--- src/clk_switch_pkg.sv ---
// constants and types for the reference clock switchover block
package clk_switch_pkg;

  // register byte offsets
  localparam logic [7:0] ADDR_CTRL    = 8'h00;
  localparam logic [7:0] ADDR_STATUS  = 8'h04;
  localparam logic [7:0] ADDR_PERIOD0 = 8'h08;
  localparam logic [7:0] ADDR_PERIOD1 = 8'h0C;

  // control register fields
  localparam int CTRL_MODE_LSB = 0;
  localparam int CTRL_MODE_MSB = 1;
  localparam int CTRL_PDHOLD   = 2;
  localparam logic [2:0] CTRL_RESET = 3'h0;

  // status register fields
  localparam int STAT_LOSS0  = 0;
  localparam int STAT_LOSS1  = 1;
  localparam int STAT_ACTIVE = 2;
  localparam int STAT_GATED  = 3;
  localparam int STAT_REQ    = 4;
  localparam int STAT_ST_LSB = 5;
  localparam int STAT_ST_MSB = 6;

  // a clock is lost after this many of its own periods without a rise
  localparam int LOSS_PERIODS = 2;

  // reset values
  localparam logic SEL_RESET  = 1'b0;
  localparam logic GATE_RESET = 1'b1;

  typedef enum logic [1:0]
  {
    MODE_AUTO     = 2'b00,
    MODE_MANUAL   = 2'b01,
    MODE_OVERRIDE = 2'b10
  } sw_mode_t;

  typedef enum logic [1:0]
  {
    ST_IDLE = 2'b00,
    ST_GATE = 2'b01,
    ST_SWAP = 2'b10
  } sw_state_t;

endpackage : clk_switch_pkg

--- src/clk_switchover.sv ---
// reference clock switchover controller with apb register access
`timescale 1ns/1ps

module clk_switchover
  import clk_switch_pkg::*;
#(
  parameter int ADDR_W = 8,
  parameter int CNT_W  = 16
)
(
  input  wire logic              pclk,
  input  wire logic              presetn,
  input  wire logic              clk_en,
  input  wire logic              psel,
  input  wire logic              penable,
  input  wire logic              pwrite,
  input  wire logic [ADDR_W-1:0] paddr,
  input  wire logic [31:0]       pwdata,
  input  wire logic [3:0]        pstrb,
  output logic      [31:0]       prdata,
  output logic                   pready,
  output logic                   pslverr,
  input  wire logic              primary_ref_clock,
  input  wire logic              backup_ref_clock,
  input  wire logic              switch_request,
  output logic                   ref_clock_out,
  output logic                   ref_select,
  output logic                   ref_gate_en,
  output logic      [1:0]        ref_loss,
  output logic                   phase_detector_enable
);

  // synchronisers and edge history for both reference inputs
  logic [1:0]       ref_meta_r;
  logic [1:0]       ref_sync_r;
  logic [1:0]       ref_prev_r;
  logic [1:0]       ref_rise;
  logic [1:0]       ref_fall;

  // request synchroniser
  logic             req_meta_r;
  logic             req_sync_r;
  logic             req_prev_r;
  logic             req_rise;

  // loss sensing
  logic [CNT_W-1:0] idle_cnt_r [2];
  logic [CNT_W-1:0] period_r   [2];
  logic             seen_r     [2];
  logic [1:0]       lost;
  logic [1:0]       loss_r;

  // switch state
  sw_state_t        state_r;
  logic             sel_r;
  logic             gate_r;
  logic             pd_en_r;

  // registers
  logic [2:0]       ctrl_r;
  sw_mode_t         mode;
  logic             auto_ok;
  logic             manual_ok;
  logic             cur_lost;
  logic             alt_lost;

  // apb
  logic             setup;
  logic             access;
  logic [7:0]       addr8;
  logic [31:0]      rd_mux;
  logic             rd_err;
  logic [31:0]      prdata_r;
  logic             pslverr_r;

  // inputs from pins pass two flops before any logic but the output mux reads them
  always_ff @(posedge pclk or negedge presetn)
  begin
    if (!presetn)
    begin
      ref_meta_r <= 2'h0;
      ref_sync_r <= 2'h0;
      ref_prev_r <= 2'h0;
    end
    else if (clk_en)
    begin
      ref_meta_r <= {backup_ref_clock, primary_ref_clock};
      ref_sync_r <= ref_meta_r;
      ref_prev_r <= ref_sync_r;
    end
  end

  assign ref_rise = ref_sync_r & ~ref_prev_r;
  assign ref_fall = ~ref_sync_r & ref_prev_r;

  always_ff @(posedge pclk or negedge presetn)
  begin
    if (!presetn)
    begin
      req_meta_r <= 1'b0;
      req_sync_r <= 1'b0;
      req_prev_r <= 1'b0;
    end
    else if (clk_en)
    begin
      req_meta_r <= switch_request;
      req_sync_r <= req_meta_r;
      req_prev_r <= req_sync_r;
    end
  end

  // only the rising edge of the request starts a switch
  assign req_rise = req_sync_r & ~req_prev_r;

  // per input: measure its period, flag it lost after two idle periods
  for (genvar i = 0; i < 2; i++)
  begin : g_sense
    logic [CNT_W:0] limit;

    // an input never seen rising waits for counter saturation
    assign limit = (period_r[i] == '0) ? {1'b0, {CNT_W{1'b1}}}
                 : (CNT_W+1)'(LOSS_PERIODS) * {1'b0, period_r[i]};
    assign lost[i] = ({1'b0, idle_cnt_r[i]} >= limit);

    always_ff @(posedge pclk or negedge presetn)
    begin
      if (!presetn)
      begin
        idle_cnt_r[i] <= '0;
        period_r[i]   <= '0;
        seen_r[i]     <= 1'b0;
      end
      else if (clk_en)
      begin
        if (ref_rise[i])
        begin
          idle_cnt_r[i] <= '0;
          seen_r[i]     <= 1'b1;
          // the gap from reset or from a restart is no period: skip it,
          // else a short first gap flags a running input as lost
          if (seen_r[i] && !loss_r[i])
          begin
            if (idle_cnt_r[i] != '1)
              period_r[i] <= idle_cnt_r[i] + 1'b1;
            else
              period_r[i] <= idle_cnt_r[i];
          end
        end
        else if (idle_cnt_r[i] != '1)
        begin
          idle_cnt_r[i] <= idle_cnt_r[i] + 1'b1;
        end
      end
    end

    // sticky until the input rises again
    always_ff @(posedge pclk or negedge presetn)
    begin
      if (!presetn)
        loss_r[i] <= 1'b0;
      else if (clk_en)
      begin
        if (ref_rise[i])
          loss_r[i] <= 1'b0;
        else if (lost[i])
          loss_r[i] <= 1'b1;
      end
    end
  end

  // mode decode; the unused code behaves as automatic
  always_comb
  begin
    unique case (ctrl_r[CTRL_MODE_MSB:CTRL_MODE_LSB])
      2'b00:   mode = MODE_AUTO;
      2'b01:   mode = MODE_MANUAL;
      2'b10:   mode = MODE_OVERRIDE;
      default: mode = MODE_AUTO;
    endcase
  end

  // a held request in override mode blocks automatic action
  assign auto_ok   = (mode == MODE_AUTO)
                   || ((mode == MODE_OVERRIDE) && !req_sync_r);
  assign manual_ok = (mode == MODE_MANUAL) || (mode == MODE_OVERRIDE);
  assign cur_lost  = loss_r[sel_r];
  assign alt_lost  = loss_r[~sel_r];

  // switchover sequencer
  always_ff @(posedge pclk or negedge presetn)
  begin
    if (!presetn)
    begin
      state_r <= ST_IDLE;
      sel_r   <= SEL_RESET;
      gate_r  <= GATE_RESET;
    end
    else if (clk_en)
    begin
      unique case (state_r)
        ST_IDLE:
        begin
          if (manual_ok && req_rise)
          begin
            state_r <= ST_GATE;
          end
          else if (auto_ok && cur_lost && !alt_lost)
          begin
            // the dead input gives no falling edge: gate at once
            gate_r  <= 1'b0;
            state_r <= ST_SWAP;
          end
        end
        ST_GATE:
        begin
          if (ref_fall[sel_r])
          begin
            gate_r  <= 1'b0;
            state_r <= ST_SWAP;
          end
        end
        ST_SWAP:
        begin
          // stays here until the target input falls
          if (ref_fall[~sel_r])
          begin
            sel_r   <= ~sel_r;
            gate_r  <= 1'b1;
            state_r <= ST_IDLE;
          end
        end
      endcase
    end
  end

  // optional hold of the phase detector while an input is lost
  always_ff @(posedge pclk or negedge presetn)
  begin
    if (!presetn)
      pd_en_r <= 1'b1;
    else if (clk_en)
      pd_en_r <= !(ctrl_r[CTRL_PDHOLD] && (loss_r != 2'b00));
  end

  // glitch-free: the gate closes after the selected input falls, or at once on a loss, and reopens with the new select after the target input falls
  assign ref_clock_out = gate_r
                       && (sel_r ? backup_ref_clock : primary_ref_clock);
  assign ref_select            = sel_r;
  assign ref_gate_en           = gate_r;
  assign ref_loss              = loss_r;
  assign phase_detector_enable = pd_en_r;

  // apb slave: read data latched in setup, answered in first access cycle
  assign setup  = psel && !penable;
  assign access = psel && penable;
  assign addr8  = 8'(paddr);

  always_comb
  begin
    rd_mux = 32'h0;
    rd_err = 1'b0;
    if (paddr[ADDR_W-1:2] != addr8[7:2] || addr8 > ADDR_PERIOD1
        || addr8[1:0] != 2'b00)
    begin
      rd_err = 1'b1;
    end
    else
    begin
      unique case (addr8)
        ADDR_CTRL:
          rd_mux[2:0] = ctrl_r;
        ADDR_STATUS:
        begin
          rd_mux[STAT_LOSS0]  = loss_r[0];
          rd_mux[STAT_LOSS1]  = loss_r[1];
          rd_mux[STAT_ACTIVE] = sel_r;
          rd_mux[STAT_GATED]  = !gate_r;
          rd_mux[STAT_REQ]    = req_sync_r;
          rd_mux[STAT_ST_MSB:STAT_ST_LSB] = state_r;
        end
        ADDR_PERIOD0:
          rd_mux[CNT_W-1:0] = period_r[0];
        ADDR_PERIOD1:
          rd_mux[CNT_W-1:0] = period_r[1];
        default:
          rd_err = 1'b1;
      endcase
    end
  end

  always_ff @(posedge pclk or negedge presetn)
  begin
    if (!presetn)
    begin
      prdata_r  <= 32'h0;
      pslverr_r <= 1'b0;
    end
    else if (clk_en && setup)
    begin
      prdata_r  <= pwrite ? 32'h0 : rd_mux;
      pslverr_r <= rd_err;
    end
  end

  always_ff @(posedge pclk or negedge presetn)
  begin
    if (!presetn)
      ctrl_r <= CTRL_RESET;
    else if (clk_en && access && pwrite && pstrb[0] && !pslverr_r
             && addr8 == ADDR_CTRL)
      ctrl_r <= pwdata[2:0];
  end

  assign pready  = clk_en;
  assign prdata  = prdata_r;
  assign pslverr = pslverr_r && access;

endmodule : clk_switchover

--- config.mk ---
export PLATFORM = sky130hd
export DESIGN_NAME = clk_switchover
export DESIGN_NICKNAME = d
export VERILOG_FILES = /design/src/clk_switch_pkg.sv /design/src/clk_switchover.sv
export SDC_FILE = /design/constraint.sdc
export NUM_CORES = 1
export LEC_CHECK = 0
export ABC_AREA = 1
export BUFFER_PORTS_ARGS = -buffer_cell sky130_fd_sc_hd__buf_2
export CAP_MARGIN = 40
export CORE_AREA = 10 10 109 184
export DETAILED_ROUTE_END_ITERATION = 7
export DIE_AREA = 0 0 119 194
export PLACE_DENSITY_LB_ADDON = 0.05
export SLEW_MARGIN = 20
export SYNTH_ARGS = -nofsm -noshare
export SYNTH_HDL_FRONTEND = slang
export SYNTH_SLANG_ARGS = --single-unit
export TNS_END_PERCENT = 5
--- constraint.sdc ---
create_clock -name pclk -period 2.88 [get_ports pclk]
set_input_delay 0.432 -clock pclk [delete_from_list [all_inputs] [get_ports pclk]]
set_output_delay 0.432 -clock pclk [all_outputs]
set_load 0.05 [all_outputs]
Word-level counts from Yosys, hierarchy flattened

Index checks and enable logic that the tools add are counted.

Input bits: 53
Word-level logic and storage cells: 135
Output and inout bits: 40
Bits in registers: 118

Bitwise gates (word level): 7
Reductions and logical operators: 47
$add $sub $neg: 2
Eq/ne operators: 16
Mux-type cells: 37
$lt $le $gt $ge: 5

Operator list:

| kind                                                                  | number |
|---|---|
| 16-bit 2-to-1 mux                                                     | 6 |
| 16-bit by 17-bit >= comparator with 1-bit output                      | 2 |
| 17-bit 2-to-1 mux                                                     | 2 |
| 16-bit by 1-bit adder with 16-bit output, second input constant       | 2 |
| 16-bit logical NOT                                                    | 2 |
| 16-bit != test, second input constant                                 | 2 |
| 1-bit 2-to-1 mux                                                      | 19 |
| 9-bit case mux with 2 select lines                                    | 1 |
| 1-bit logical AND                                                     | 17 |
| 8-bit by 4-bit equality test with 1-bit output, second input constant | 2 |
| 3-bit case mux with 4 select lines                                    | 1 |
| 4-bit case mux with 3 select lines                                    | 1 |
| 3-bit AND reduction                                                   | 3 |
| 8-bit by 3-bit equality test with 1-bit output, second input constant | 1 |
| 8-bit by 4-bit > comparator with 1-bit output, second input constant  | 1 |
| 1-bit logical NOT                                                     | 8 |
| 8-bit logical NOT                                                     | 1 |
| 2-bit 2-to-1 mux                                                      | 4 |
| 2-bit != test, second input constant                                  | 4 |
| 2-bit AND reduction                                                   | 4 |
| 2-bit nonzero test                                                    | 4 |
| 2-bit by 1-bit equality test with 1-bit output, second input constant | 3 |
| 2-bit equality test, second input constant                            | 3 |
| 2-bit case mux with 3 select lines                                    | 1 |
| 13 further kinds                                                      | 20 |

Longest topological paths before layout

Depth in word-level cells: 10
Depth in mapped cells: 16
Depth with buffers taken out: 15

Least setup slack after synthesis

Ideal clock, no wire load.

Path type: reg-to-reg
From: register period_r[17] in the netlist's numbering
To: register loss_r[0], in the netlist ref_loss[0]
Setup slack: 0.725 ns
Library setup time: 0.118 ns
Stages on the path, launching flop included: 15
Data required time: 2.762 ns
Period minus slack after synthesis: 2.155 ns
Arrival time: 2.036 ns
Path buffers: 1
Path through: dfrtp_1 > nor2_1 > nand3_1 > nor4_4 > buf_4 > nor2_1 > ha_1 > nand2_1 > inv_1 > nand2_1 > nand2_1 > a21oi_1 > nand4_1 > nand2_1 > nand2_1

Longest elaborated chain between the ends: 5

RTL lines:

| element                                              | RTL line              | source |
|---|---|---|
| from (decl)                                          | clk_switchover.sv:48  | `logic [CNT_W-1:0] period_r [2];` |
| from (signal, indexed assignment)                    | clk_switchover.sv:144 | `period_r[i] <= idle_cnt_r[i] + 1'b1;` |
| from (signal, indexed assignment)                    | clk_switchover.sv:146 | `period_r[i] <= idle_cnt_r[i];` |
| 16-bit logical NOT                                   | clk_switchover.sv:121 | `assign limit = (period_r[i] == '0) ? {1'b0, {CNT_W{1'b1}}}` |
| 17-bit 2-to-1 mux (*)                                | clk_switchover.sv:121 |  |
| 16-bit by 17-bit >= comparator with 1-bit output (*) | clk_switchover.sv:123 | `assign lost[i] = ({1'b0, idle_cnt_r[i]} >= limit);` |
| 2-bit nonzero test (no line) (*)                     | -                     |  |
| 2-bit AND reduction (no line) (*)                    | -                     |  |
| to (signal, indexed assignment)                      | clk_switchover.sv:160 | `loss_r[i] <= 1'b0;` |
| to (signal, indexed assignment)                      | clk_switchover.sv:164 | `loss_r[i] <= 1'b0;` |
| to (signal, indexed assignment)                      | clk_switchover.sv:166 | `loss_r[i] <= 1'b1;` |
| to (decl)                                            | clk_switchover.sv:51  | `logic [1:0] loss_r;` |

Every way passes the cells marked *; elsewhere a longest branch is shown, timed or not.
A chain may end at the register's enable or synchronous reset.

Worst setup path in the final report

Ends and elaborated chain as after synthesis.

==> flow_summary_export.csv <==
group,metric,value,unit
grt,gr-max-usage-layer,"met2",
sta,fin_crit_sh,88.0,%
synthesis,yosysWarningCount,0,
placed_design,place_hpwl,15600,µm
run,drv_cap,0,
synthesis,ys_seq_area_share,38.3,%
synthesis,yosys.area_share.adder,7.13,%
sta,rsz0062_at_grt,"false",
cts,cts_buffers,9,
grt,grt-ovfl-total,0,
pwr,vdd_ir_drop_max,0.000358,V
detailed_routing,wl,19500,µm
detailed_routing,firstDrtPassIters,5,
cts,cts_root_buffer,"clkbuf_16",
cts,htreeDepth,3,
synthesis,synth_flop_cell,"dfrtp_1",
detailed_routing,drtIter0Drc,225,
cts,cts.sinks,102,
sta,relSlewSlack,55.0,%
cts,cts_tree,"yes",
detailed_routing,drc,0,
synthesis,syn-mean-instance-area,7.20,µm²
critical_path,critPathArrivalTime,2.79,ns
cells_and_area,syn2layout_area_growth,11.6,%
detailed_routing,routed_via_density,4.88,
cts,cts_resized,0,
sta,timing.fmax,394,MHz
cells_and_area,nets,1066,
floorplanning,die-area,23100,µm²
cts,cts_setup_buffers,0,
detailed_routing,wire_per_inst,16.2,µm
cells_and_area,drive_gt1_share,11.9,%
floorplanning,pin_count,93,
pwr,finalPower,0.00551,W
grt,grt_use_met2,32.9,%
critical_path,cp.required,3.13,ns
critical_path,critPathLaunchType,"register",
synthesis,synth_edf_count,0,
sta,drv_slew,0,
synthesis,yosys-top-cells-area,"dfrtp_1 (38%), nand2_1 (17%), ha_1 (7.1%)",
synthesis,synth_top_cell_area_share,37.5,%
floorplanning,fp-row-count,63,
critical_path,critPathKind,"register to register",
synthesis,synth_compound_area_share,8.98,%
detailed_routing,num_vias,5896,
pwr,p_leak,3.79,nW
sta,finalHoldViolations,0,
cells_and_area,final_area,7440,µm²
worst_hold_path,holdCritPathClass,"input pin to async pin",
critical_path,end_kind,"register",
synthesis,yosys.area_share.simple,33.6,%
grt,antenna_found_initial,0,
synthesis,ys_async_sr_fraction,100,%
synthesis,synthCells,926,
synthesis,ys_seq_elements,102,
cts,worstSkewPairLatency,0.36,ns
synthesis,syn_area,6670,µm²
cells_and_area,fin_cells,1207,
floorplanning,fp.dieH,194,µm
synthesis,synth.top_cells.by_count,"nand2_1 (305), inv_1 (110), dfrtp_1 (100)",
synthesis,synthMuxAreaShare,0,%
sta,finalClockSkew,0.00849,ns
placed_design,routabilityCongestion,0.843,
synthesis,yosys.area.top_type,"dfrtp_1",
sta,layout_min_cycle_time,2.54,ns
synthesis,synth_top_family_by_area,"simple AND/OR/NAND/NOR gates",
floorplanning,die_w,119,µm
grt,grt_first_pass_wirelength,32000,µm
grt,first_global_vias,6034,
synthesis,synth.distinct_cells,41,
cts,cts.path.max_buffers,2,
detailed_routing,drtAntennaViolNets,0,
cells_and_area,insertedDiodeCount,0,
cts,clk_pin_slew,0.08,ns
grt,grt_util_met1,18.3,%
floorplanning,initial_core_util,39.5,%
sta,setup_viol,0,
placed_design,dp_cells,1191,
synthesis,synth_xor_xnor_area_share,1.71,%
critical_path,cp_max_fo,16,
placed_design,post_dp_cell_area,7120,µm²
status,outcome,"finished clean",
sta,setup_tns,0,ns
cts,holdBufCountCts,0,
grt,grt_max_degree,71,
grt,grt_usage,17.3,%
pwr,power.density,741,nW/µm²
synthesis,yosysMostFrequentCell,"nand2_1",
grt,use_met3,1.92,%
sta,tightest_slew,0.667,ns
cells_and_area,finish.utilization,44.1,%
placed_design,port_buffers,44,
floorplanning,core_area,16900,µm²
final cells by class:
cell class                      instances  area (µm²)
Timing Repair Buffer                   57         345
Fill cell                            1899        9430
Inverter                              118         443
Clock buffer                           10         229
Clock inverter                          6        93.8
Multi-Input combinational cell        687        3490
Tap cell                              227         284
Sequential cell                       102        2550
final timing paths:
| path | slack (ns) | from | cells past startpoint | to |
|---|---|---|---|---|
| worst min-delay path | 0.03 | presetn | 1 | ref_meta_r[0] |
| max in group asynchronous | 2.10 | presetn | 2 | idle_cnt_r[12] |
| worst min register to register | 0.47 | prdata[13] | 2 | prdata[13] |
| worst max register to register | 0.34 | period_r[17] | 14 | ref_loss[0] |
| worst max-delay path | 0.34 | period_r[17] | 14 | ref_loss[0] |
| min in group pclk | 0.28 | switch_request | 3 | req_meta_r |
layer usage:
metal | part of all wire (%) | vias up
met2 | 57 | 79
li1 | - | 3038
met3 | 1.9 | 32
met5 | 0 | -
met1 | 38 | 2747
met4 | 3.4 | 0
through the flow:
step                      setup WS (ns)  hold WS [ns]
after CTS                         0.282        0.0417
after detailed placement          0.301         0.421
after global placement            0.331         0.420
final                             0.345        0.0272
after floorplan                   0.725         0.136
after global routing             0.0985        0.0606
state kept, by name, summed over array words and instances, names as in the netlist, 2 cells and up:
signal	count
ref_prev_r	2
prdata	16
idle_cnt_r	32
ref_meta_r	2
ref_loss	2
ref_sync_r	2
period_r	32
seen_r	2
ctrl_r	3
state_r	2
power breakdown:
group	switching, W	internal, W	total, W
logic	0.00152	0.000835	0.00235
clock network	0.000590	0.000771	0.00136
registers	0.000208	0.00159	0.00180
total	0.00231	0.00320	0.00551
cells in the final DEF (no fill, tap or decap), types with 2 or more instances in the layout:
cell	n
nor4_1	2
buf_4	12
a21o_1	2
o21ai_2	4
a21oi_1	9
nand3_1	49
o21ai_0	51
nor2_4	2
ha_1	38
bufinv_16	2
nand2_2	8
o22ai_1	12
nor3_1	12
nor3_4	3
inv_6	2
nand4_1	23
conb_1	16
nand2_1	305
buf_2	43
o21ai_1	27
nand3_2	4
or2_2	2
buf_12	2
o211ai_1	2
nor2_1	87
clkbuf_16	9
dfstp_2	2
dfrtp_1	100
nor4_4	2
inv_1	110
xor2_1	12
nor3_2	4
nor2_2	4
inv_2	7
worst max-delay path, stage by stage (launching register included):
cell and delay [ns]:
dfrtp_1 0.44, nor2_1 0.12, nand3_1 0.18, nor4_4 0.31
buf_4 0.27, nor2_1 0.07, ha_1 0.31, nand2_1 0.10
inv_1 0.04, nand2_1 0.05, nand2_1 0.04, a21oi_1 0.18
nand4_1 0.18, nand2_1 0.10, nand2_1 0.05
cell families after synthesis:
logic type | count (synthesis)
simple gates | 510
buf+inv | 152
compound gates | 110
flops | 102
fa+ha+maj | 38
xor+xnor | 13
other cells | 1
(Power assumes the default switching activity.)
